<file path="src/design/etsb_pkg.sv">
// shared constants, types and reset state of the E1 transmit overhead insertion bank
// How it works
// - aligned-frame Si register holds even frames 0..14, bit 7 is frame 0
// - non-aligned Si register holds odd frames 1..15, bit 7 is frame 1
// - remote alarm register supplies A bit for odd frames, bit 7 frame 1
// - Sa4 register supplies odd frames 1..15, MSB frame 1, LSB frame 15
// - Sa5 register supplies odd frames 1..15, bit 7 frame 1
// - Sa6 register supplies odd frames 1..15, bit 7 frame 1
// - Sa7 register supplies odd frames 1..15, bit 6 frame 3
// - Sa8 register supplies odd frames 1..15, bit 7 frame 1
// - control register holds one insert enable per source, Si align at bit 7
// - non-aligned byte is Si, fixed one, alarm, then Sa4 to Sa8
// - enable low keeps framer value, enable high takes stored register bit
package etsb_pkg;

    //--------------------------------------------------------------------
    // bus and register geometry
    //--------------------------------------------------------------------
    localparam int APB_ADDR_W = 12;
    localparam int APB_DATA_W = 32;
    localparam int REG_W      = 8;
    localparam int REG_COUNT  = 9;
    localparam int IDX_W      = 8;
    localparam int SLOT_W     = 4;
    localparam int FRAME_W    = 4;

    //--------------------------------------------------------------------
    // register indices; byte address is four times the index
    //--------------------------------------------------------------------
    localparam logic [IDX_W-1:0] IDX_TX_INTL_ALIGN    = 8'hD2;
    localparam logic [IDX_W-1:0] IDX_TX_INTL_NONALIGN = 8'hD3;
    localparam logic [IDX_W-1:0] IDX_TX_REMOTE_ALARM  = 8'hD4;
    localparam logic [IDX_W-1:0] IDX_TX_NATIONAL_BIT4 = 8'hD5;
    localparam logic [IDX_W-1:0] IDX_TX_NATIONAL_BIT5 = 8'hD6;
    localparam logic [IDX_W-1:0] IDX_TX_NATIONAL_BIT6 = 8'hD7;
    localparam logic [IDX_W-1:0] IDX_TX_NATIONAL_BIT7 = 8'hD8;
    localparam logic [IDX_W-1:0] IDX_TX_NATIONAL_BIT8 = 8'hD9;
    localparam logic [IDX_W-1:0] IDX_TX_OVH_CTRL      = 8'hDA;
    localparam logic [IDX_W-1:0] IDX_TX_OVH_STATUS    = 8'hF0;

    // storage slots inside the bank, counted from the first index
    localparam logic [SLOT_W-1:0] SLOT_INTL_ALIGN  = 4'h0;
    localparam logic [SLOT_W-1:0] SLOT_REMOTE_ALRM = 4'h2;
    localparam logic [SLOT_W-1:0] SLOT_NATL_BIT8   = 4'h7;
    localparam logic [SLOT_W-1:0] SLOT_CTRL        = 4'h8;

    localparam logic [REG_W-1:0] REG_RESET = 8'h00;

    //--------------------------------------------------------------------
    // control enable positions, also the source order of picked bits
    //--------------------------------------------------------------------
    localparam int CTRL_INTL_ALIGN_BIT    = 7;
    localparam int CTRL_INTL_NONALIGN_BIT = 6;
    localparam int CTRL_ALARM_BIT         = 5;
    localparam int CTRL_SA4_BIT           = 4;
    localparam int CTRL_SA8_BIT           = 0;

    // positions in the transmitted timeslot zero byte
    localparam int TS_INTL_POS  = 7;
    localparam int TS_FIXED_POS = 6;
    localparam int TS_ALARM_POS = 5;

    // status register fields
    localparam int STAT_FRAME_LSB   = 0;
    localparam int STAT_ALIGNED_POS = 4;

    //--------------------------------------------------------------------
    // whole state of the bank
    //--------------------------------------------------------------------
    typedef struct packed {
        logic [REG_COUNT-1:0][REG_W-1:0] regs;
        logic [APB_DATA_W-1:0]           rdata;
        logic [REG_W-1:0]                txByte;
        logic                            txValid;
        logic [FRAME_W-1:0]              lastFrame;
        logic                            lastAligned;
    } etsb_state_t;

    localparam etsb_state_t STATE_RESET = '{regs: {REG_COUNT{REG_RESET}}, default: '0};

endpackage

</file>
<file path="src/design/etsb_ovh_if.sv">
// bundle between the register bank and the overhead merge logic
`timescale 1ns/1ps
interface etsb_ovh_if;
    import etsb_pkg::*;
    logic [FRAME_W-1:0] frameNum;
    logic [REG_W-1:0]   normalByte;
    logic [REG_W-1:0]   enables;
    logic [REG_W-1:0]   srcBits;
    logic [REG_W-1:0]   mergedByte;
    modport source (output frameNum, normalByte, enables, srcBits, input mergedByte);
    modport merge  (input frameNum, normalByte, enables, srcBits, output mergedByte);
endinterface

</file>
<file path="src/design/etsb_frame_pick.sv">
// picks the stored bit for one frame position out of an eight-frame register
`timescale 1ns/1ps
module etsb_frame_pick #(
    parameter int WIDTH = 8,
    parameter int IW    = $clog2(WIDTH)
) (
    input  wire logic [WIDTH-1:0] frameBits,
    input  wire logic [IW-1:0]    pairIdx,
    output logic                  pickBit
);
    localparam logic [IW-1:0] TOP = IW'(WIDTH - 1);

    // first frame of the register sits in the top bit, later frames below
    assign pickBit = frameBits[TOP - pairIdx];
endmodule // etsb_frame_pick

</file>
<file path="src/design/etsb_ovh_merge.sv">
// overlays enabled register bits onto the framer's timeslot zero byte
`timescale 1ns/1ps
module etsb_ovh_merge (
    etsb_ovh_if.merge ovh
);
    import etsb_pkg::*;

    // aligned frames only take the align Si; non-aligned frames take every other source
    always_comb begin
        ovh.mergedByte = ovh.normalByte;
        if (!ovh.frameNum[0]) begin
            if (ovh.enables[CTRL_INTL_ALIGN_BIT]) begin
                ovh.mergedByte[TS_INTL_POS] = ovh.srcBits[CTRL_INTL_ALIGN_BIT];
            end
        end else begin
            if (ovh.enables[CTRL_INTL_NONALIGN_BIT]) begin
                ovh.mergedByte[TS_INTL_POS] = ovh.srcBits[CTRL_INTL_NONALIGN_BIT];
            end
            ovh.mergedByte[TS_FIXED_POS] = 1'b1;
            for (int i = CTRL_SA8_BIT; i <= CTRL_ALARM_BIT; i++) begin
                if (ovh.enables[i]) begin
                    ovh.mergedByte[i] = ovh.srcBits[i];
                end
            end
        end
    end
endmodule // etsb_ovh_merge

</file>
<file path="src/design/etsb_tx_overhead_bank.sv">
// E1 transmit overhead register bank with APB slave and timeslot zero insertion
//
// The APB interface to the registers is this design's own decision.
`timescale 1ns/1ps
module etsb_tx_overhead_bank (
    input  wire logic                             clk,
    input  wire logic                             reset_n,
    input  wire logic                             psel,
    input  wire logic                             penable,
    input  wire logic                             pwrite,
    input  wire logic [etsb_pkg::APB_ADDR_W-1:0]  paddr,
    input  wire logic [etsb_pkg::APB_DATA_W-1:0]  pwdata,
    input  wire logic [3:0]                       pstrb,
    output logic      [etsb_pkg::APB_DATA_W-1:0]  prdata,
    output logic                                  pready,
    output logic                                  pslverr,
    input  wire logic                             tsValid,
    input  wire logic [etsb_pkg::FRAME_W-1:0]     tsFrameNum,
    input  wire logic [etsb_pkg::REG_W-1:0]       tsByte,
    output logic                                  txValid,
    output logic      [etsb_pkg::REG_W-1:0]       txByte
);
    import etsb_pkg::*;

    //--------------------------------------------------------------------
    // declarations
    //--------------------------------------------------------------------
    etsb_state_t        st_reg;
    etsb_state_t        st_next;
    logic [IDX_W-1:0]   accIdx;
    logic [SLOT_W-1:0]  slot;
    logic               slotHit;
    logic               statusHit;
    logic [REG_W-1:0]   statusByte;
    logic [REG_W-1:0]   readByte;
    logic               setupRead;
    logic               accessPhase;
    logic               wrFire;
    logic [REG_W-1:0]   ctrlBits;
    logic [REG_W-1:0]   srcBits;

    etsb_ovh_if ovh ();

    //--------------------------------------------------------------------
    // apb address decode
    //--------------------------------------------------------------------

    // word index from the byte address; misaligned or high addresses miss
    assign accIdx = paddr[IDX_W+1:2];

    always_comb begin
        slotHit   = 1'b0;
        statusHit = 1'b0;
        slot      = '0;
        if (paddr[1:0] != 2'b00) begin
            slotHit = 1'b0;
        end else if (paddr[APB_ADDR_W-1:IDX_W+2] != '0) begin
            slotHit = 1'b0;
        end else if (accIdx >= IDX_TX_INTL_ALIGN && accIdx <= IDX_TX_OVH_CTRL) begin
            slotHit = 1'b1;
            slot    = SLOT_W'(accIdx - IDX_TX_INTL_ALIGN);
        end else if (accIdx == IDX_TX_OVH_STATUS) begin
            statusHit = 1'b1;
        end
    end

    //--------------------------------------------------------------------
    // apb phases and answer
    //--------------------------------------------------------------------

    // setup cycle of a read loads the read data flop
    assign setupRead   = psel && !penable && !pwrite;
    assign accessPhase = psel && penable;

    // writes land only on the access edge, low byte lane only
    assign wrFire = accessPhase && pwrite && slotHit && pstrb[0];

    // no wait states; unmapped access answers with an error
    assign pready  = 1'b1;
    assign pslverr = accessPhase && !slotHit && !statusHit;
    assign prdata  = st_reg.rdata;

    //--------------------------------------------------------------------
    // read multiplexer
    //--------------------------------------------------------------------

    // status shows the last frame position sent and its alignment
    always_comb begin
        statusByte                                  = '0;
        statusByte[STAT_FRAME_LSB +: FRAME_W]       = st_reg.lastFrame;
        statusByte[STAT_ALIGNED_POS]                = st_reg.lastAligned;
    end

    always_comb begin
        if (slotHit) begin
            readByte = st_reg.regs[slot];
        end else if (statusHit) begin
            readByte = statusByte;
        end else begin
            readByte = '0;
        end
    end

    //--------------------------------------------------------------------
    // per-frame source selection
    //--------------------------------------------------------------------

    assign ctrlBits = st_reg.regs[SLOT_CTRL];

    // one picker per source; source j lands at enable position 7-j
    for (genvar j = 0; j < REG_COUNT - 1; j++) begin : g_pick
        etsb_frame_pick #(
            .WIDTH (REG_W)
        ) u_pick (
            .frameBits (st_reg.regs[j]),
            .pairIdx   (tsFrameNum[FRAME_W-1:1]),
            .pickBit   (srcBits[REG_W-1-j])
        );
    end

    // feed the merge logic
    assign ovh.frameNum   = tsFrameNum;
    assign ovh.normalByte = tsByte;
    assign ovh.enables    = ctrlBits;
    assign ovh.srcBits    = srcBits;

    etsb_ovh_merge u_merge (
        .ovh (ovh.merge)
    );

    //--------------------------------------------------------------------
    // next state
    //--------------------------------------------------------------------

    always_comb begin
        st_next = st_reg;
        if (setupRead) begin
            st_next.rdata = {{(APB_DATA_W-REG_W){1'b0}}, readByte};
        end
        if (wrFire) begin
            st_next.regs[slot] = pwdata[REG_W-1:0];
        end
        st_next.txValid = tsValid;
        if (tsValid) begin
            st_next.txByte      = ovh.mergedByte;
            st_next.lastFrame   = tsFrameNum;
            st_next.lastAligned = !tsFrameNum[0];
        end
    end

    //--------------------------------------------------------------------
    // state register
    //--------------------------------------------------------------------

    always_ff @(posedge clk or negedge reset_n) begin
        if (!reset_n) begin
            st_reg <= STATE_RESET;
        end else begin
            st_reg <= st_next;
        end
    end

    assign txValid = st_reg.txValid;
    assign txByte  = st_reg.txByte;

    //--------------------------------------------------------------------
    // checking helpers
    //--------------------------------------------------------------------

    // bit-reversed copies so frame pair k (frame number shifted right by one) reads at ascending index k
    logic [REG_W-1:0] alignRev;
    logic [REG_W-1:0] nonalignRev;
    logic [REG_W-1:0] alarmRev;
    logic [REG_W-1:0] sa7Rev;
    logic [REG_W-1:0] sa8Rev;
    logic             expAlignSi;
    logic             expNonalignSi;
    logic             expAlarm;
    logic             expSa7;
    logic             expSa8;

    assign alignRev      = {<<{st_reg.regs[SLOT_INTL_ALIGN]}};
    assign nonalignRev   = {<<{st_reg.regs[1]}};
    assign alarmRev      = {<<{st_reg.regs[SLOT_REMOTE_ALRM]}};
    assign sa7Rev        = {<<{st_reg.regs[6]}};
    assign sa8Rev        = {<<{st_reg.regs[SLOT_NATL_BIT8]}};
    assign expAlignSi    = alignRev[tsFrameNum[FRAME_W-1:1]];
    assign expNonalignSi = nonalignRev[tsFrameNum[FRAME_W-1:1]];
    assign expAlarm      = alarmRev[tsFrameNum[FRAME_W-1:1]];
    assign expSa7        = sa7Rev[tsFrameNum[FRAME_W-1:1]];
    assign expSa8        = sa8Rev[tsFrameNum[FRAME_W-1:1]];

    // register bit index of the current frame pair, top bit first
    logic [FRAME_W-2:0] pairRev;
    assign pairRev       = ~tsFrameNum[FRAME_W-1:1];
endmodule // etsb_tx_overhead_bank

</file>
<file path="config.mk">
export PLATFORM = sky130hd
export DESIGN_NAME = etsb_tx_overhead_bank
export DESIGN_NICKNAME = d
export VERILOG_FILES = /design/src/design/etsb_pkg.sv /design/src/design/etsb_ovh_if.sv /design/src/design/etsb_frame_pick.sv /design/src/design/etsb_ovh_merge.sv /design/src/design/etsb_tx_overhead_bank.sv
export SDC_FILE = /design/constraint.sdc
export NUM_CORES = 1
export LEC_CHECK = 0
export ABC_AREA = 1
export BUFFER_PORTS_ARGS = -buffer_cell sky130_fd_sc_hd__clkbuf_2
export CELL_PAD_IN_SITES_DETAIL_PLACEMENT = 0
export CELL_PAD_IN_SITES_GLOBAL_PLACEMENT = 1
export CORE_MARGIN = 3
export CORE_UTILIZATION = 43
export CTS_CLUSTER_DIAMETER = 200
export DETAILED_ROUTE_END_ITERATION = 10
export GPL_TIMING_DRIVEN = 0
export MAX_ROUTING_LAYER = met4
export PLACE_DENSITY_LB_ADDON = 0.25
export SLEW_MARGIN = 20
export SYNTH_ARGS = -nofsm -noshare
export SYNTH_HDL_FRONTEND = slang
export SYNTH_SLANG_ARGS = --single-unit
</file>
<file path="constraint.sdc">
create_clock -name clk -period 3.1 [get_ports clk]
set_input_delay 0.62 -clock clk [delete_from_list [all_inputs] [get_ports clk]]
set_output_delay 0.62 -clock clk [all_outputs]
set_load 0.01 [all_outputs]
</file>
==> out/metrics.cfg, run 1 <==
[critical_path]
worstPathArrival_ns = 3.00
crit_path_end_kind = flip-flop
worst-path-stages = 11
critPathMaxStageDelay_ns = 0.34
reg2regPathDepth = 6
cp_num_buf_inv = 5
crit_fanout = 10
cp-startpoint = paddr[3]
critPathLaunchType = input port
crit_end = st_reg[84]$_DFFE_PN0P_
r2r-start = alarmRev[6]$_DFFE_PN0P_
worst_path_most_repeated_cell = nand2_1
worstReg2RegEnd = txByte[5]$_DFFE_PN0P_
cp_cell_sequence = clkbuf_2, buf_2, clkinvlp_4, ha_1, inv_1, nand4_2, nor3_2, nand2_1, clkbuf_1, nand2_1, o21ai_0
path_class = in -> reg
worstPathRequired_ns = 3.31
cpMaxStageDelayCell = ha_1
cpLargestDelayFamily = buffers and inverters
r2r_setup_slack_ns = 1.71

[die]
die_x_um = 118
die-area_sq_um = 13900
die_h_um = 118
num_rows = 40
initial_core_util_pct = 44.4
core_area_sq_um = 12200
ioPinCount = 109

[drt]
drc_errors = 0
antenna_left = 0
wl_per_cell_um = 18.3
drt-initial-drc-count = 429
vias_per_cell = 5.28
drt_pass1_iterations = 5
vias = 5102
routed_wirelength_mm = 17.7

[place]
dp_hpwl_mm = 13.1
gp_congestion = 0.944
dp.cells = 950
portBuffers = 55
placed_cell_area_sq_um = 5980

[sta]
finalHoldViolCount = 0
finalSetupTns_ns = 0
maxSlewHeadroom_pct = 48.5
fin_crit_ns = 2.79
setup_viol_count_final = 0
hold_ws_ns = 0.325
tightest_slew_ns = 0.773
fin_crit_sh_pct = 89.8
clock_skew_ns = 0.00610
rsz0062_at_grt = false
slew_viol_final = 0
fmax_mhz = 359

[cts]
clk_pin_slew_ns = 0.07
cts_tree = done
cts_root_buffer = clkbuf_16
hold_buffers = 0
cts_sinks = 94
htreeDepth = 3
clk_latency_ns = 0.35
cts.path.max_buffers = 2
cts_made_buffers = 9

[grt]
grt_pass1_vias = 4748
grt_antenna_before_repair = 0
grtUsageMet3_pct = 4.90
grt_remaining_overflow = 0
use_met1_pct = 35.6
grt_use_met2_pct = 40.3
grt_max_degree = 95
track_usage_pct = 26.4
grt_pass1_wl_mm = 27.6
top_usage_layer = met2

[synth]
yosys.area.top_type = dfrtp_1
synth_top_area_share_pct = 43.5
mappedNetlistArea_sq_um = 5400
synth-edff-count = 0
async_flop_share_pct = 100
syn_inst = 704
syn-mean-instance-area_sq_um = 7.67
synthTopCellsByArea = dfrtp_1, nand2_1, buf_4, o21ai_1, nand3_1
synthDistinctLibCells = 36
seq_area_frac_synth_pct = 43.5
synth_ff_type = dfrtp_1
synth-warning-count = 0
ys_ff_latch = 94

[power]
p_total_uw = 2770
p_leak_uw = 0.00305
powerDensity_nw_per_um2 = 438
ir_drop_mv = 0.337

[run_status]
status = finished clean

[min_path]
hp-class = in -> async

[finish]
finalInstanceArea_sq_um = 6320
antenna_cells = 0
drive_gt1_share_pct = 20.2
fin_cells = 967
multi_input_area_sq_um = 2460
largest_reg_flops = 29
seq_area_sq_um = 2350
fin_nets = 862
final_common_cell = nand2_1
syn_to_final_growth_pct = 17.0
mostFrequentLayoutCells = nand2_1, dfrtp_1, nor2_1
nFillCells = 1223

[run]
maxCapViolations = 0

per-stage QoR:
step | utilization [%] | setup WS (ns)
after CTS | 51.8 | 0.169
after detailed placement | 49.2 | -0.444
after global routing | 52.0 | 0.112
final | 52.0 | 0.315
after floorplan | - | 0.398
after global placement | 49.1 | -0.444
power by group:
| part | leakage, uW | total, uW | internal [uW] | switching, uW |
|---|---|---|---|---|
| clock network | 0.000163 | 1220 | 728 | 493 |
| registers | 0.00128 | 1250 | 1240 | 6.96 |
| logic | 0.00161 | 298 | 98.0 | 200 |
| total | 0.00305 | 2770 | 2070 | 700 |
metal layers:
metal  up-vias  part of all wire, %
li1       2457                    -
met1      2405                   46
met2       214                   45
met3        26                  6.8
met4         0                  2.2
met5         -                    0
final cells by class:
type | count | area share (%)
Inverter | 62 | 3.74
Clock inverter | 6 | 1.33
Timing Repair Buffer | 57 | 4.73
Sequential cell | 94 | 37.2
Clock buffer | 10 | 3.78
Tap cell | 168 | 3.32
Multi-Input combinational cell | 499 | 38.9
Buffer | 71 | 6.99
synthesized netlist by cell type, types with 2 or more instances:
cell	n
nand2_1	161
dfrtp_1	94
nor2_1	61
o21ai_1	58
inv_1	55
nand3_1	52
o21ai_0	44
buf_4	41
a21oi_1	34
clkbuf_1	19
buf_2	11
o211ai_1	10
o21ai_2	8
inv_2	6
o2111ai_1	6
nand2_2	5
o31ai_1	5
o32ai_1	5
nor2_2	3
conb_1	2
ha_1	2
nand4_1	2
nand4_2	2
nor3_1	2
nor3_2	2
nor4_4	2
o221ai_1	2
o22ai_1	2
logic make-up after synthesis:
| group | after synthesis | share of synthesized area, % |
|---|---|---|
| DFF | 94 | 43.5 |
| adders and majority gates | 2 | 0.463 |
| AOI/OAI and AO/OA | 175 | 18.5 |
| buffers and inverters | 134 | 12.6 |
| and+or+nand+nor | 296 | 24.5 |
| xor gates and xnor gates | 1 | 0.301 |
| other | 2 | 0.139 |
worst min-delay path by stage:
stage	end	slack, ns	cells after the start
detailed placement	prdata[5]$_DFFE_PN0P_	0.47	2
global placement	txByte[6]$_DFFE_PN0P_	0.46	2
CTS	alignRev[4]$_DFFE_PN0P_	0.39	1
floorplan	alarmRev[0]$_DFFE_PN0P_	0.32	0
finish	alignRev[4]$_DFFE_PN0P_	0.33	1
global route	txValid$_DFF_PN0_	0.39	1
timing repair:
item / in CTS / in global routing
pin swaps: 0 / 0
resized for setup: 0 / 2
setup endpoints to repair: 23 / 8
buffers inserted: 0 / 2
No activity file was read; power rests on OpenSTA's default activity.
==> run 2, diff against run 1 <==
--- a/config.mk
+++ b/config.mk
@@ -9,13 +9,14 @@
 export BUFFER_PORTS_ARGS = -buffer_cell sky130_fd_sc_hd__clkbuf_2
 export CELL_PAD_IN_SITES_DETAIL_PLACEMENT = 0
 export CELL_PAD_IN_SITES_GLOBAL_PLACEMENT = 1
+export CORE_ASPECT_RATIO = 0.7
 export CORE_MARGIN = 3
 export CORE_UTILIZATION = 43
 export CTS_CLUSTER_DIAMETER = 200
 export DETAILED_ROUTE_END_ITERATION = 10
 export GPL_TIMING_DRIVEN = 0
 export MAX_ROUTING_LAYER = met4
-export PLACE_DENSITY_LB_ADDON = 0.25
+export PLACE_DENSITY = 0.89
 export SLEW_MARGIN = 20
 export SYNTH_ARGS = -nofsm -noshare
 export SYNTH_HDL_FRONTEND = slang
==> out/metrics.cfg, run 2 (synthesis results as in run 1) <==
[power]
p_leak_uw = 0.00305  ; -0.26%
p_sw_share_pct = 27.3  ; +2.0 points
clock_power_share_pct = 41.2  ; -2.9 points
combPwrFrac_pct = 11.5  ; +0.7 points
seq_power_share_pct = 47.3  ; +2.2 points
ir_drop_mv = 0.335  ; -0.62%
p_int_uw = 1920  ; -7.3%
powerDensity_nw_per_um2 = 420  ; -4.1%
p_sw_uw = 721  ; +3.0%

[finish]
final_core_util_pct = 52.5  ; +0.48 points
final_common_cell = nand2_1
fin_nets = 863  ; +0.12%
mostFrequentLayoutCells = nand2_1, dfrtp_1, nor2_1
largest_reg_flops = 29  ; unchanged
antenna_cells = 0  ; unchanged
drive_gt1_share_pct = 20.0  ; -0.15 points
nFillCells = 1175  ; -3.9%
fin_cells = 957  ; -1.0%
syn_to_final_growth_pct = 16.3

[die]
ioPinCount = 109  ; unchanged
num_rows = 33  ; -18%
die_h_um = 99.8  ; -16%
die-area_sq_um = 14000  ; +0.16%
initial_core_util_pct = 45.1  ; +0.70 points
die_x_um = 140  ; +19%
core_area_sq_um = 12000  ; -1.5%

[cts]
cts_tree = done
clk_pin_slew_ns = 0.07  ; about the same
hold_buffers = 0  ; unchanged
clk_latency_ns = 0.35  ; about the same
cts_root_buffer = clkbuf_16
cts_sinks = 94  ; unchanged
htreeDepth = 3  ; unchanged
cts.path.max_buffers = 2  ; unchanged
cts_made_buffers = 9  ; unchanged

[critical_path]
worstReg2RegEnd = txByte[5]$_DFFE_PN0P_
r2r-start = alarmRev[6]$_DFFE_PN0P_
path_class = in -> reg
crit_fanout = 10  ; unchanged
worstPathRequired_ns = 3.31  ; about the same
reg2regPathDepth = 6  ; unchanged
worstPathArrival_ns = 3.06  ; +0.06 ns
crit_path_end_kind = flip-flop
critPathLaunchType = input port
r2r_setup_slack_ns = 1.59  ; -0.12 ns

[drt]
drt_pass1_iterations = 6  ; +1
antenna_left = 0  ; unchanged
wl_per_cell_um = 18.9  ; +3.5%
routed_wirelength_mm = 18.1  ; +2.4%
drt-initial-drc-count = 681  ; +59%
drc_errors = 0  ; unchanged
vias = 5264  ; +3.2%
vias_per_cell = 5.50  ; +4.3%

[min_path]
hp-class = in -> async

[place]
gp_congestion = 0.978  ; +3.6%
dp.cells = 939  ; -1.2%
portBuffers = 55  ; unchanged
dp_hpwl_mm = 13.6  ; +4.0%

[sta]
fin_crit_ns = 2.85  ; +0.0690 ns
finalHoldViolCount = 0  ; unchanged
tightest_slew_ns = 0.778  ; +0.00485 ns
rsz0062_at_grt = false
fmax_mhz = 350  ; -2.4%
slew_viol_final = 0  ; unchanged
setup_viol_count_final = 0  ; unchanged
fin_crit_sh_pct = 92.1  ; +2.2 points
clock_skew_ns = 0.00822  ; +0.00212 ns
maxSlewHeadroom_pct = 48.2  ; -0.32 points

[grt]
grt_remaining_overflow = 0  ; unchanged
grt_antenna_before_repair = 0  ; unchanged
grt_max_degree = 95  ; unchanged
grt_pass1_vias = 4935  ; +3.9%
track_usage_pct = 26.8  ; +0.39 points
grt_pass1_wl_mm = 27.8  ; +0.83%

[run]
maxCapViolations = 0  ; unchanged

[run_status]
status = finished clean

-- run 2: cell type report --
| class | instances | area [sq um] | share of cell area (%) |
|---|---|---|---|
| multi-input cells | 499 | 2460 | 39.2 |
| flip-flops and latches | 94 | 2350 | 37.4 |
| plain buffers | 71 | 442 | 7.03 |
| repair buffers | 58 | 307 | 4.88 |
| clock buffers | 11 | 243 | 3.86 |
| inverters | 62 | 236 | 3.76 |
| well taps | 157 | 196 | 3.13 |
| clock inverters | 5 | 42.5 | 0.677 |
-- run 2: stage by stage --
step	hold WS [ns]	total power [uW]	setup WS [ns]	instance area [sq um]	setup TNS [ns]
after floorplan	0.324	1440	0.398	5490	0
after global placement	0.465	1560	-0.403	5960	-14.68
after detailed placement	0.483	1570	-0.445	5970	-15.15
after CTS	0.388	2640	0.113	6250	0
after global routing	0.391	2730	0.0503	6280	0
final	0.319	2640	0.246	6280	0
-- run 2: repair_timing --
item                       in CTS  in global routing
pin swaps                       0                  0
buffers inserted                0                  3
setup endpoints to repair       9                 10
resized for setup               0                  2
-- run 2: critical path, stage by stage --
cell and delay [ns]:
clkbuf_2 0.10, buf_2 0.26, clkinvlp_4 0.22, ha_1 0.36, inv_1 0.23, nand4_2 0.29, nor3_4 0.32, nand2_1 0.24
clkbuf_1 0.25, nand2_1 0.10, o21ai_0 0.08
-- run 2: worst max-delay path by stage --
stage                        start                       to  cells past startpoint
final                     paddr[3]   st_reg[84]$_DFFE_PN0P_                     11
after floorplan           paddr[3]  ctrlBits[5]$_DFFE_PN0P_                     11
after detailed placement  paddr[3]   st_reg[84]$_DFFE_PN0P_                     12
after global placement    paddr[3]   st_reg[84]$_DFFE_PN0P_                     12
after global routing      paddr[3]   st_reg[83]$_DFFE_PN0P_                     11
after CTS                 paddr[3]   st_reg[84]$_DFFE_PN0P_                     11
-- run 2: layer usage --
layer | global-route usage (%) | vias to the layer above | routed length [um]
met5 | - | - | 0
met4 | 6.33 | 0 | 187
met3 | 6.67 | 22 | 1800
met2 | 38.2 | 273 | 7760
met1 | 38.6 | 2523 | 8370
li1 | - | 2446 | -
-- run 2: power by group through the flow --
stage | sequential, uW | combinational [uW] | clock (uW)
final | 1250 | 303 | 1090
after global routing | 1250 | 332 | 1140
after CTS | 1250 | 297 | 1090
after detailed placement | 1270 | 296 | 0
after global placement | 1270 | 290 | 0
after floorplan | 1270 | 172 | 0
